$ cat config.mk
export PLATFORM = sky130hd
export DESIGN_NAME = isdtb_core
export DESIGN_NICKNAME = d
export VERILOG_FILES = /design/src/hdl/isdtb_pkg.sv /design/src/hdl/isdtb_core.sv
export SDC_FILE = /design/constraint.sdc
export NUM_CORES = 1
export LEC_CHECK = 0
export BUFFER_PORTS_ARGS = -buffer_cell sky130_fd_sc_hd__buf_2
export CAP_MARGIN = 20
export CORE_MARGIN = 8
export CORE_UTILIZATION = 60
export DETAILED_ROUTE_END_ITERATION = 10
export PLACE_DENSITY_LB_ADDON = 0.1
export SLEW_MARGIN = 20
export SYNTH_ARGS = -nofsm -noshare
export SYNTH_HDL_FRONTEND = slang
export SYNTH_SLANG_ARGS = --single-unit
$ cat constraint.sdc
create_clock -name clk_sys -period 8.1 [get_ports clk_sys]
set_clock_uncertainty 0.15 [all_clocks]
set_input_delay 1.62 -clock clk_sys [delete_from_list [all_inputs] [get_ports clk_sys]]
set_output_delay 1.62 -clock clk_sys [all_outputs]
set_load 0.02 [all_outputs]
$ cat src/hdl/isdtb_pkg.sv
// Function
// - Frame-bus mode carries five channels in a 20-bit frame every 125 us.
// - Frame bus is slave only; the transceiver supplies bit clock and sync.
// - Only the 10-bit frame-bus layout exists; the 8-bit one is absent.
// - Two strobes mark first and second bearer, only on unmasked bits.
// - Frame-bus transmit line driven only on supported bits, floated elsewhere.
// - Receive line taken only during the 20 frame bits.
// - A sync pulse starts the frame of the following 20 clock periods.
// - Channels: two 64k bearers, 16k signaling, 8k maintenance, 8k auxiliary.
// - Signaling and bearers route to any controller; maintenance and auxiliary fixed.
// - Request output is raised while signaling data is pending; the code raises it in frame-bus mode only, never in serial-bus mode.
// - Grant sampled at sync; if high, signaling sends from its first bit.
// - Grant lost mid-frame stops sending; controller resends on return.
// - Per-bit bearer mask: only enabled bits received, sent, else floated.
// - Serial-bus mode: normal channel 0 and channel 2 access control only.
// - Serial bus: 8 kHz frame at 768 kbps, sync marks the channel.
// - In serial-bus mode the transmit line only pulls low or releases.
// - Serial-bus mode outputs a data-rate clock at half the bus clock.
// - Serial frame: bearers, monitor 8 bits, signaling 2, command field 6.
// - Echo mode retransmits the whole received stream.
// - Loopback feeds transmitted line back into the receiver path.
// - Serial-bus collision bit of channel 2 command field aborts sending.
// - Serial-bus mode sends only enabled bearer bits, line released otherwise.
package isdtb_pkg;
  localparam logic [7:0] A_CTRL = 8'h00;
  localparam logic [7:0] A_MASK = 8'h04;
  localparam logic [7:0] A_ROUTE = 8'h08;
  localparam logic [7:0] A_STAT = 8'h0C;
  localparam logic [2:0] CTRL_RST = 3'h0;
  localparam logic [15:0] MASK_RST = 16'hFFFF;
  localparam logic [5:0] ROUTE_RST = 6'h24;
  localparam logic [1:0] ROUTE_OFF = 2'h3;
  localparam int FRAME_US = 125;
  localparam int CLK_NS = 25;
  localparam int FRAME_CYC = FRAME_US * 1000 / CLK_NS;
  localparam logic [6:0] IDL_B2 = 7'h0A;
  localparam logic [6:0] IDL_D0 = 7'h08;
  localparam logic [6:0] IDL_A = 7'h09;
  localparam logic [6:0] IDL_D1 = 7'h12;
  localparam logic [6:0] IDL_LAST = 7'h13;
  localparam logic [6:0] GCI_B2 = 7'h08;
  localparam logic [6:0] GCI_MON = 7'h10;
  localparam logic [6:0] GCI_D = 7'h18;
  localparam logic [6:0] GCI_CI = 7'h1A;
  localparam logic [6:0] GCI_CH1 = 7'h20;
  localparam logic [6:0] GCI_SCIT = 7'h5B;
  localparam logic [6:0] GCI_LAST = 7'h5F;
  typedef enum logic [2:0] {
    K_NONE = 3'b000, K_B1 = 3'b001, K_B2 = 3'b010, K_D = 3'b011,
    K_M = 3'b100, K_A = 3'b101, K_S = 3'b110
  } isdtb_kind_e;
endpackage

$ cat src/hdl/isdtb_core.sv
// Local design decisions: the placing of the registers and the APB interface to the registers.
`timescale 1ns/1ps
module isdtb_core #(
  parameter int FRAME_CYC = isdtb_pkg::FRAME_CYC
) (
  input wire logic clk_sys,
  input wire logic nrst,
  input wire logic [7:0] paddr,
  input wire logic psel,
  input wire logic penable,
  input wire logic pwrite,
  input wire logic [31:0] pwdata,
  output logic [31:0] prdata,
  output logic pready,
  output logic pslverr,
  input wire logic layer1_bus_clock,
  input wire logic layer1_rx_line,
  input wire logic frame_sync_in,
  input wire logic dchan_grant_in,
  output logic layer1_tx_out,
  output logic layer1_tx_oe,
  output logic dchan_request_out,
  output logic bearer_strobe_first,
  output logic bearer_strobe_second,
  output logic bus_data_rate_clock,
  input wire logic dchan_pending,
  output logic dchan_abort,
  input wire logic [2:0] ser_tx_bit,
  output logic [2:0] ser_tx_take,
  output logic [2:0] ser_rx_bit,
  output logic [2:0] ser_rx_valid,
  input wire logic [1:0] mgmt_tx_bit,
  output logic [1:0] mgmt_rx_bit,
  output logic [1:0] mgmt_rx_valid
);
  typedef struct packed {
    logic [2:0] ck;
    logic [1:0] rx;
    logic [1:0] sy;
    logic [1:0] gr;
    logic phase;
    logic active;
    logic d_ok;
    logic dcl;
    logic drive;
    logic txb;
    logic stb1;
    logic stb2;
    logic req;
    logic abort;
    logic lost;
    logic [6:0] cnt;
    logic [13:0] wd;
    logic [7:0] aborts;
    logic [2:0] ctrl;
    logic [15:0] mask;
    logic [5:0] route;
    logic [31:0] rdata;
    logic [2:0] stake;
    logic [2:0] srx_b;
    logic [2:0] srx_v;
    logic [1:0] mrx_b;
    logic [1:0] mrx_v;
  } isdtb_state_s;

  isdtb_state_s st;
  isdtb_state_s nx;

  ////////////////////////////////////////////////////////////////////////////
  // Frame slot decode

  function automatic isdtb_pkg::isdtb_kind_e kind_of(input logic g, input logic [6:0] p);
    kind_of = isdtb_pkg::K_NONE;
    if (!g) begin
      if (p < isdtb_pkg::IDL_D0) begin
        kind_of = isdtb_pkg::K_B1;
      end else if (p == isdtb_pkg::IDL_D0 || p == isdtb_pkg::IDL_D1) begin
        kind_of = isdtb_pkg::K_D;
      end else if (p == isdtb_pkg::IDL_A) begin
        kind_of = isdtb_pkg::K_A;
      end else if (p < isdtb_pkg::IDL_D1) begin
        kind_of = isdtb_pkg::K_B2;
      end else if (p == isdtb_pkg::IDL_LAST) begin
        kind_of = isdtb_pkg::K_M;
      end
    end else begin
      if (p < isdtb_pkg::GCI_B2) begin
        kind_of = isdtb_pkg::K_B1;
      end else if (p < isdtb_pkg::GCI_MON) begin
        kind_of = isdtb_pkg::K_B2;
      end else if (p < isdtb_pkg::GCI_D) begin
        kind_of = isdtb_pkg::K_M;
      end else if (p < isdtb_pkg::GCI_CI) begin
        kind_of = isdtb_pkg::K_D;
      end else if (p < isdtb_pkg::GCI_CH1) begin
        kind_of = isdtb_pkg::K_A;
      end else if (p == isdtb_pkg::GCI_SCIT) begin
        kind_of = isdtb_pkg::K_S;
      end
    end
  endfunction

  function automatic logic [3:0] mask_idx(input logic g, input logic [6:0] p);
    logic [6:0] b2;
    logic [6:0] d;
    b2 = g ? isdtb_pkg::GCI_B2 : isdtb_pkg::IDL_B2;
    d = (p >= b2) ? p - b2 : p;
    mask_idx = {p >= b2, d[2:0]};
  endfunction

  function automatic logic [1:0] sel_of(input isdtb_pkg::isdtb_kind_e k, input logic [5:0] r);
    sel_of = isdtb_pkg::ROUTE_OFF;
    if (k == isdtb_pkg::K_D) begin
      sel_of = r[1:0];
    end else if (k == isdtb_pkg::K_B1) begin
      sel_of = r[3:2];
    end else if (k == isdtb_pkg::K_B2) begin
      sel_of = r[5:4];
    end
  endfunction

  ////////////////////////////////////////////////////////////////////////////
  // Next state

  always_comb begin
    logic gci;
    logic rise;
    logic fall;
    logic tick;
    logic rbit;
    logic [6:0] tp;
    logic [1:0] sel;
    isdtb_pkg::isdtb_kind_e k;
    nx = st;
    gci = st.ctrl[0];
    rise = st.ck[1] & ~st.ck[2];
    fall = ~st.ck[1] & st.ck[2];
    tick = 1'b0;
    tp = st.cnt + 7'h01;
    sel = isdtb_pkg::ROUTE_OFF;
    k = isdtb_pkg::K_NONE;
    rbit = 1'b1;
    nx.ck = {st.ck[1:0], layer1_bus_clock};
    nx.rx = {st.rx[0], layer1_rx_line};
    nx.sy = {st.sy[0], frame_sync_in};
    nx.gr = {st.gr[0], dchan_grant_in};
    nx.stake = 3'h0;
    nx.srx_v = 3'h0;
    nx.mrx_v = 2'h0;
    nx.abort = 1'b0;
    nx.req = ~gci & dchan_pending;
    nx.wd = st.wd + 14'h0001;
    if (st.wd == 14'(2 * FRAME_CYC)) begin
      nx.wd = st.wd;
      nx.lost = 1'b1;
    end
    // Bit clock from the transceiver, frame starts at sync
    if (rise) begin
      nx.phase = ~st.phase;
      nx.dcl = gci & ~st.dcl;
      if (st.sy[1]) begin
        nx.cnt = 7'h00;
        nx.active = 1'b1;
        nx.phase = 1'b1;
        nx.wd = 14'h0000;
        nx.lost = 1'b0;
        if (!gci) begin
          nx.d_ok = st.gr[1];
        end
        tp = 7'h00;
        tick = 1'b1;
      end else if (st.active && (!gci || !st.phase)) begin
        if (st.cnt == (gci ? isdtb_pkg::GCI_LAST : isdtb_pkg::IDL_LAST)) begin
          nx.active = 1'b0;
          nx.drive = 1'b0;
          nx.stb1 = 1'b0;
          nx.stb2 = 1'b0;
        end else begin
          nx.cnt = tp;
          tick = 1'b1;
        end
      end
    end
    // Transmit side, one slot per tick
    if (tick) begin
      k = kind_of(gci, tp);
      sel = sel_of(k, st.route);
      nx.drive = 1'b0;
      nx.txb = 1'b1;
      nx.stb1 = 1'b0;
      nx.stb2 = 1'b0;
      if (st.ctrl[1]) begin
        nx.drive = 1'b1;
        nx.txb = st.rx[1];
      end else if (k == isdtb_pkg::K_B1 || k == isdtb_pkg::K_B2) begin
        if (st.mask[mask_idx(gci, tp)]) begin
          nx.stb1 = (k == isdtb_pkg::K_B1);
          nx.stb2 = (k == isdtb_pkg::K_B2);
          if (sel != isdtb_pkg::ROUTE_OFF) begin
            nx.drive = 1'b1;
            nx.txb = ser_tx_bit[sel];
            nx.stake[sel] = 1'b1;
          end
        end
      end else if (k == isdtb_pkg::K_D) begin
        if (st.d_ok && dchan_pending && sel != isdtb_pkg::ROUTE_OFF) begin
          nx.drive = 1'b1;
          nx.txb = ser_tx_bit[sel];
          nx.stake[sel] = 1'b1;
        end
      end else if (k == isdtb_pkg::K_M) begin
        nx.drive = 1'b1;
        nx.txb = mgmt_tx_bit[0];
      end else if (k == isdtb_pkg::K_A) begin
        nx.drive = 1'b1;
        nx.txb = mgmt_tx_bit[1];
      end
    end
    // Receive side, sampled on the falling edge: mid-bit on the frame bus, on the second falling edge of the bit on the serial bus
    if (fall && st.active && (!gci || !st.phase)) begin
      rbit = st.ctrl[2] ? ~(st.drive & ~st.txb) : st.rx[1];
      k = kind_of(gci, st.cnt);
      sel = sel_of(k, st.route);
      if (k == isdtb_pkg::K_S) begin
        if (rbit && st.d_ok && dchan_pending) begin
          nx.abort = 1'b1;
          nx.aborts = st.aborts + 8'h01;
        end
        nx.d_ok = ~rbit;
      end else if (k == isdtb_pkg::K_M || k == isdtb_pkg::K_A) begin
        nx.mrx_v[k == isdtb_pkg::K_A] = 1'b1;
        nx.mrx_b[k == isdtb_pkg::K_A] = rbit;
      end else if (sel != isdtb_pkg::ROUTE_OFF) begin
        if (k == isdtb_pkg::K_D || st.mask[mask_idx(gci, st.cnt)]) begin
          nx.srx_v[sel] = 1'b1;
          nx.srx_b[sel] = rbit;
        end
      end
    end
    // Grant taken away while signaling is on the line
    if (!gci && st.active && st.d_ok && dchan_pending && !st.gr[1]) begin
      nx.d_ok = 1'b0;
      nx.abort = 1'b1;
      nx.aborts = st.aborts + 8'h01;
      if (kind_of(gci, nx.cnt) == isdtb_pkg::K_D) begin
        nx.drive = 1'b0;
      end
    end
    // Register bus
    if (psel && !penable) begin
      nx.rdata = 32'h0000_0000;
      if (paddr == isdtb_pkg::A_CTRL) begin
        nx.rdata[2:0] = st.ctrl;
      end else if (paddr == isdtb_pkg::A_MASK) begin
        nx.rdata[15:0] = st.mask;
      end else if (paddr == isdtb_pkg::A_ROUTE) begin
        nx.rdata[5:0] = st.route;
      end else if (paddr == isdtb_pkg::A_STAT) begin
        nx.rdata[15:0] = {st.aborts, 5'h00, st.lost, st.d_ok, st.active};
      end
    end
    if (psel && penable && pwrite) begin
      if (paddr == isdtb_pkg::A_CTRL) begin
        nx.ctrl = pwdata[2:0];
      end else if (paddr == isdtb_pkg::A_MASK) begin
        nx.mask = pwdata[15:0];
      end else if (paddr == isdtb_pkg::A_ROUTE) begin
        nx.route = pwdata[5:0];
      end
    end
  end

  always_ff @(posedge clk_sys or negedge nrst) begin
    if (!nrst) begin
      st <= '0;
      st.ctrl <= isdtb_pkg::CTRL_RST;
      st.mask <= isdtb_pkg::MASK_RST;
      st.route <= isdtb_pkg::ROUTE_RST;
      st.rx <= 2'h3;
      st.gr <= 2'h0;
      st.txb <= 1'b1;
    end else begin
      st <= nx;
    end
  end

  ////////////////////////////////////////////////////////////////////////////
  // Outputs

  assign prdata = st.rdata;
  assign pready = 1'b1;
  assign pslverr = psel & penable & (paddr != isdtb_pkg::A_CTRL) &
                   (paddr != isdtb_pkg::A_MASK) & (paddr != isdtb_pkg::A_ROUTE) &
                   (paddr != isdtb_pkg::A_STAT);
  assign layer1_tx_out = st.txb & ~st.ctrl[0];
  assign layer1_tx_oe = st.drive & (~st.ctrl[0] | ~st.txb);
  assign dchan_request_out = st.req;
  assign bearer_strobe_first = st.stb1;
  assign bearer_strobe_second = st.stb2;
  assign bus_data_rate_clock = st.dcl;
  assign dchan_abort = st.abort;
  assign ser_tx_take = st.stake;
  assign ser_rx_bit = st.srx_b;
  assign ser_rx_valid = st.srx_v;
  assign mgmt_rx_bit = st.mrx_b;
  assign mgmt_rx_valid = st.mrx_v;

  ////////////////////////////////////////////////////////////////////////////
  // Assertions

  localparam int IDL_LAST_I = 19;

  a_req_pending:
    assert property (@(posedge clk_sys) disable iff (!nrst)
      $rose(dchan_pending) && !st.ctrl[0] && !nx.ctrl[0] |=> dchan_request_out)
    else $error("request not raised for pending data");
  a_float_idle:
    assert property (@(posedge clk_sys) disable iff (!nrst)
      !st.active |-> !layer1_tx_oe)
    else $error("transmit line driven outside frame");
  a_open_drain:
    assert property (@(posedge clk_sys) disable iff (!nrst)
      st.ctrl[0] && layer1_tx_oe |-> !layer1_tx_out)
    else $error("serial-bus line driven high");
  a_strobe_frame:
    assert property (@(posedge clk_sys) disable iff (!nrst)
      bearer_strobe_first || bearer_strobe_second |-> st.active &&
      !(bearer_strobe_first && bearer_strobe_second))
    else $error("strobe outside bearer bits");
  a_frame_len:
    assert property (@(posedge clk_sys) disable iff (!nrst)
      st.active && !st.ctrl[0] |-> int'(st.cnt) <= IDL_LAST_I)
    else $error("frame-bus frame longer than 20 bits");
  a_dcl_toggle:
    assert property (@(posedge clk_sys) disable iff (!nrst)
      st.ctrl[0] && st.ck[1] && !st.ck[2] |=> bus_data_rate_clock != $past(bus_data_rate_clock))
    else $error("data-rate clock missed a bus clock edge");
  a_grant_abort:
    assert property (@(posedge clk_sys) disable iff (!nrst)
      !st.ctrl[0] && st.active && st.d_ok && dchan_pending && !st.gr[1]
      |=> dchan_abort ##1 !st.d_ok)
    else $error("grant loss not aborting");
  a_rx_frame_only:
    assert property (@(posedge clk_sys) disable iff (!nrst)
      (|ser_rx_valid) || (|mgmt_rx_valid) |-> $past(st.active))
    else $error("receive outside frame");
  a_sync_start:
    assert property (@(posedge clk_sys) disable iff (!nrst)
      st.sy[1] && st.ck[1] && !st.ck[2] |=> st.active && st.cnt == 7'h00)
    else $error("sync did not start frame");
  a_abort_pulse:
    assert property (@(posedge clk_sys) disable iff (!nrst)
      dchan_abort |=> !dchan_abort)
    else $error("abort pulse longer than one cycle");
  a_req_gci_off:
    assert property (@(posedge clk_sys) disable iff (!nrst)
      st.ctrl[0] |=> !dchan_request_out)
    else $error("request raised in serial-bus mode");
  a_dcl_frame_bus:
    assert property (@(posedge clk_sys) disable iff (!nrst)
      !st.ctrl[0] && st.ck[1] && !st.ck[2] |=> !bus_data_rate_clock)
    else $error("data-rate clock running in frame-bus mode");
  a_first_strobe_slot:
    assert property (@(posedge clk_sys) disable iff (!nrst)
      bearer_strobe_first |-> kind_of(st.ctrl[0], st.cnt) == isdtb_pkg::K_B1)
    else $error("first strobe outside first bearer");
  a_second_strobe_slot:
    assert property (@(posedge clk_sys) disable iff (!nrst)
      bearer_strobe_second |-> kind_of(st.ctrl[0], st.cnt) == isdtb_pkg::K_B2)
    else $error("second strobe outside second bearer");
  a_d_slot_permit:
    assert property (@(posedge clk_sys) disable iff (!nrst)
      layer1_tx_oe && !st.ctrl[1] && kind_of(st.ctrl[0], st.cnt) == isdtb_pkg::K_D
      |-> st.d_ok)
    else $error("signaling slot driven without permission");
endmodule

Word-level counts from Yosys, hierarchy flattened
Cells that the tools add are included.
Widths: inputs -> output; s select.
- bits in registers: 103
- input bits: 55
- output and inout port bits: 54
- logic and storage cells: 306
- $add $sub $neg: 5
- $lt $le $gt $ge: 28
- eq/ne operators: 38
- mux-type cells: 137
- bitwise operators: 25
- reduce and logical (&&, ||, !) cells: 46
- operators with widths (cell ; count):
    $mux 3 ; 53
    $lt 7x5->1 const B ; 12
    $mux 7 ; 8
    $mux 2 ; 22
    $eq 7x4->1 const B ; 6
    $eq 7x5->1 const B ; 6
    $mux 16 ; 2
    $mux 8 ; 4
    $mux 1 ; 31
    $mux 14 ; 2
    $mux 22 ; 1
    $eq 7x7->1 const B ; 3
    $lt 7x4->1 const B ; 3
    $lt 7x6->1 const B ; 3
    $logic_and 1x1->1 ; 17
    $eq 8x4->1 const B ; 2
    $ne 8x4->1 const B ; 2
    $reduce_bool 2->1 ; 8
    $eq 3x2->1 const B ; 5
    $eq 3x3->1 const B ; 5
    $add 14x1->14 const B ; 1
    $eq 14x14->1 const B ; 1
    $ge 7x4->1 ; 2
    $mux 13 ; 1
    34 further kinds ; 79

Depth between registers and ports, before layout
- word-level depth: 26
- depth in mapped cells: 15
- mapped depth without buffers: 13

Worst setup path after synthesis
No wires, ideal clock.
- kind: input -> output
- from: in paddr[7]
- to: out pslverr
- arrival time: 2.087 ns
- data required time: 6.330 ns
- path slack: 4.243 ns
- stages on the path: 3
- path buffers: 0
- cells stage by stage: nor2_1 -> nand3_1 -> and3_1
- cells in the longest elaborated chain, start to end: 5
- elaborated cells on any way between the ends: 8
- those cells by class: eq/ne (3); bitwise (4); reduce/logical (1)
- ends and longest elaborated chain (what ; line ; source):
    start, declared ; isdtb_core.sv:8 ; input wire logic [7:0] paddr,
    $reduce_bool 8->1 ; isdtb_core.sv:292 ; assign pslverr = psel & penable & (paddr != isdtb_pkg::A_CTRL) &
    $and 1x1->1 (2 in a row) ; isdtb_core.sv:292 ;
    $and 1x1->1 ; isdtb_core.sv:293 ; (paddr != isdtb_pkg::A_MASK) & (paddr != isdtb_pkg::A_ROUTE) &
    $and 1x1->1 (*) ; isdtb_core.sv:293 ;
    end, declared ; isdtb_core.sv:15 ; output logic pslverr,
Every way passes the cells marked *; elsewhere a longest branch is shown, timed or not.

==> reports/qor.yml <==
yosysWarnings: 0
drt-initial-drc-count: 420
synth_adder_area_share_pct: 2.03
numPortBuffers: 75
min_to: "st[113]"
gp_congestion: 0.894
hold_slack_ns: 0.204
synth_area_leaders: "dfrtp_1 33%, dfstp_2 8.9%, buf_4 5.7%"
p_sw_mw: 0.386
seqPwrFrac_pct: 50.7
die_area_um2: 13800
initial_core_util_pct: 60.9
drive_gt1_share_pct: 24.9
synth_compound_area_share_pct: 15.3
grt_pass1_vias: 4702
final_common_cell: "dfrtp_1"
crit_type: "reg2reg"
sw_frac_of_total_pct: 32.6
vias: 4777
die_h_um: 117
antenna_cells: 0
ant_nets: 0
hold_violations: 0
p_clk_share_pct: 27.5
post_cts_resized: 0
crit_chain: "clkinv_1 > ha_1 > inv_1 > nand2_1 > ha_1 > nand2_1 > o21ai_0 > a21oi_1 > a21oi_1 > a21boi_1 > nor3b_1 > o21ai_1 > nor3b_1"
setup_tns_ns: 0
dp.cells: 779
synth_xor_area_share_pct: 4.32
cts-buffers-inserted: 9
rsz0062_at_grt: "no"
avgSynthCellArea_um2: 9.88
power_density_nw_per_um2: 183
io_pins: 109
r2r_end: "ser_tx_take[2]"
drv_cap: 0
clk_latency_ns: 0.38
layout_common_cells: "82 x dfrtp_1, 74 x buf_2, 51 x nand2_1"
ir_drop_v: 0.000112
cts.clk_slew.worst_paths_ns: 0.09
synthMuxAreaShare_pct: 8.63
rrSetupSlack_ns: 3.55
cts_hold_buf: 0
status: "completed"
slowest_stage: "dfrtp_1"
synth_edf_count: 0
critical_path.max_fanout: 20
dp_hpwl_um: 10600
dr.pass1.iters: 5
final_nets: 719
cts_tree: "yes"
synth-simple-area-share_pct: 17.8
slew_headroom_pct: 37.0
syn_to_final_growth_pct: 4.76
postCtsSetupBuffers: 0
whs_path_depth: 0
finalSetupViolations: 0
power_leakage_nw: 2.99
synth_top_family_by_area: "simple AND/OR/NAND/NOR gates"
grt_usage_pct: 20.4
fp-row-count: 37
hold_class: "reg2reg"
yosys.area.top_type_share_pct: 33.2
stdcell_count: 795
fmax_mhz: 220
grt_pass1_wl_um: 23400
ys_types: 74
antenna_found_initial: 0
yosysSeqAreaShare_pct: 42.2
rr_worst_depth: 13
cts-htree-levels: 3
grt_max_degree: 55
cts_buffer_depth: 2
finalMaxSlewViolations: 0
vias_per_cell: 6.01
max_stage_delay_ns: 0.87
power_frac_comb_pct: 21.7
overflow: 0
core_um2: 10100
post-route-period-util_pct: 56.2
cts_root_buf: "clkbuf_8"
critPathLaunchType: "flip-flop"
wl_per_cell_um: 17.9
layout_min_cycle_time_ns: 4.55
power.internal_mw: 0.798
pre_cts_ws_ns: 3.69
synth-main-ff-cell: "dfrtp_1"
cts_sinks: 103
setup_ws_ns: 3.55
die-width_um: 117
crit_arrival_ns: 4.69
async_reset_ff_share_pct: 100
worst_pin_slew_ns: 0.945
endpoint_kind: "flip-flop"
wirelength_um: 14200
postSynthCellCount: 625
r2r-start: "st[92]"
drc: 0
syn_area_um2: 6180
hold_path_startpoint: "nx[113]"
yosysTopAreaCell: "dfrtp_1"
cp.required_ns: 8.24
synth_seq_cells: 103
## stage by stage
stage	instance area [um^2]	power, mW	util (%)
after global placement	6280	0.853	61.9
final	6470	1.18	63.8
after detailed placement	6280	0.862	61.9
after global routing	6470	1.24	63.8
after floorplan	6230	0.796	-
after CTS	6470	1.19	63.8
## how the worst max path moves through the flow
stage / start / end / slack (ns)
after global placement: st[92] / ser_tx_take[2] / 3.82
final: st[92] / ser_tx_take[2] / 3.55
after detailed placement: st[92] / ser_tx_take[2] / 3.69
after global routing: st[92] / ser_tx_take[1] / 3.13
after floorplan: paddr[7] / pslverr / 4.24
after CTS: st[92] / ser_tx_take[2] / 3.66
## sequential cells by signal (all words and copies together) (netlist names), 2 cells and up
register / count
st: 64
prdata: 16
nx: 5
ser_rx_bit: 3
ser_rx_valid: 3
ser_tx_take: 3
mgmt_rx_bit: 2
mgmt_rx_valid: 2
## Yosys cell counts, types with 10 or more instances
cell and instances:
xnor2_1 13, nand2_1 51, nand4_1 12, clkbuf_1 17, nor2_1 45, a22oi_1 16, and3_1 12, nand3_1 26
a21oi_1 14, xor2_1 10, mux2_2 30, buf_4 47, o21ai_0 43, dfrtp_1 82, inv_1 13, ha_1 10
dfstp_2 21
## per-layer routing
metal / up-vias / part of all wire (%) / track usage (%)
met5: - / 0 / 0
met2: 199 / 48 / 33.7
met1: 2310 / 43 / 25.5
met4: 0 / 1.6 / 6.00
met3: 23 / 7.4 / 5.85
li1: 2245 / - / -
## kinds of logic after synthesis
family	Yosys count
fa+ha+maj	10
xor+xnor	27
buf+inv	91
mux	42
simple gates	210
flops	103
other cells	2
compound gates	140
## layout make-up
type	instances	area, um^2
well taps	136	170
repair buffers	80	415
flip-flops and latches	103	2600
inverters	14	52.6
multi-input cells	446	3040
clock inverters	4	55.1
clock buffers	12	135
fillers	858	3670
## critical path, delay by kind of cell, from the launching register on
family | cells | cell delay, ns
compound gates | 5 | 1.21
buf+inv | 2 | 0.72
flops | 1 | 0.87
simple gates | 4 | 0.61
fa+ha+maj | 2 | 0.89
## power by group through the flow
stage               clock [mW]  sequential (mW)  combinational [mW]
global route             0.354            0.607               0.282
CTS                      0.334            0.600               0.254
floorplan                    0            0.586               0.210
detailed placement           0            0.609               0.253
global placement             0            0.609               0.244
finish                   0.326            0.601               0.257
No activity file was read; power rests on OpenSTA's default activity.
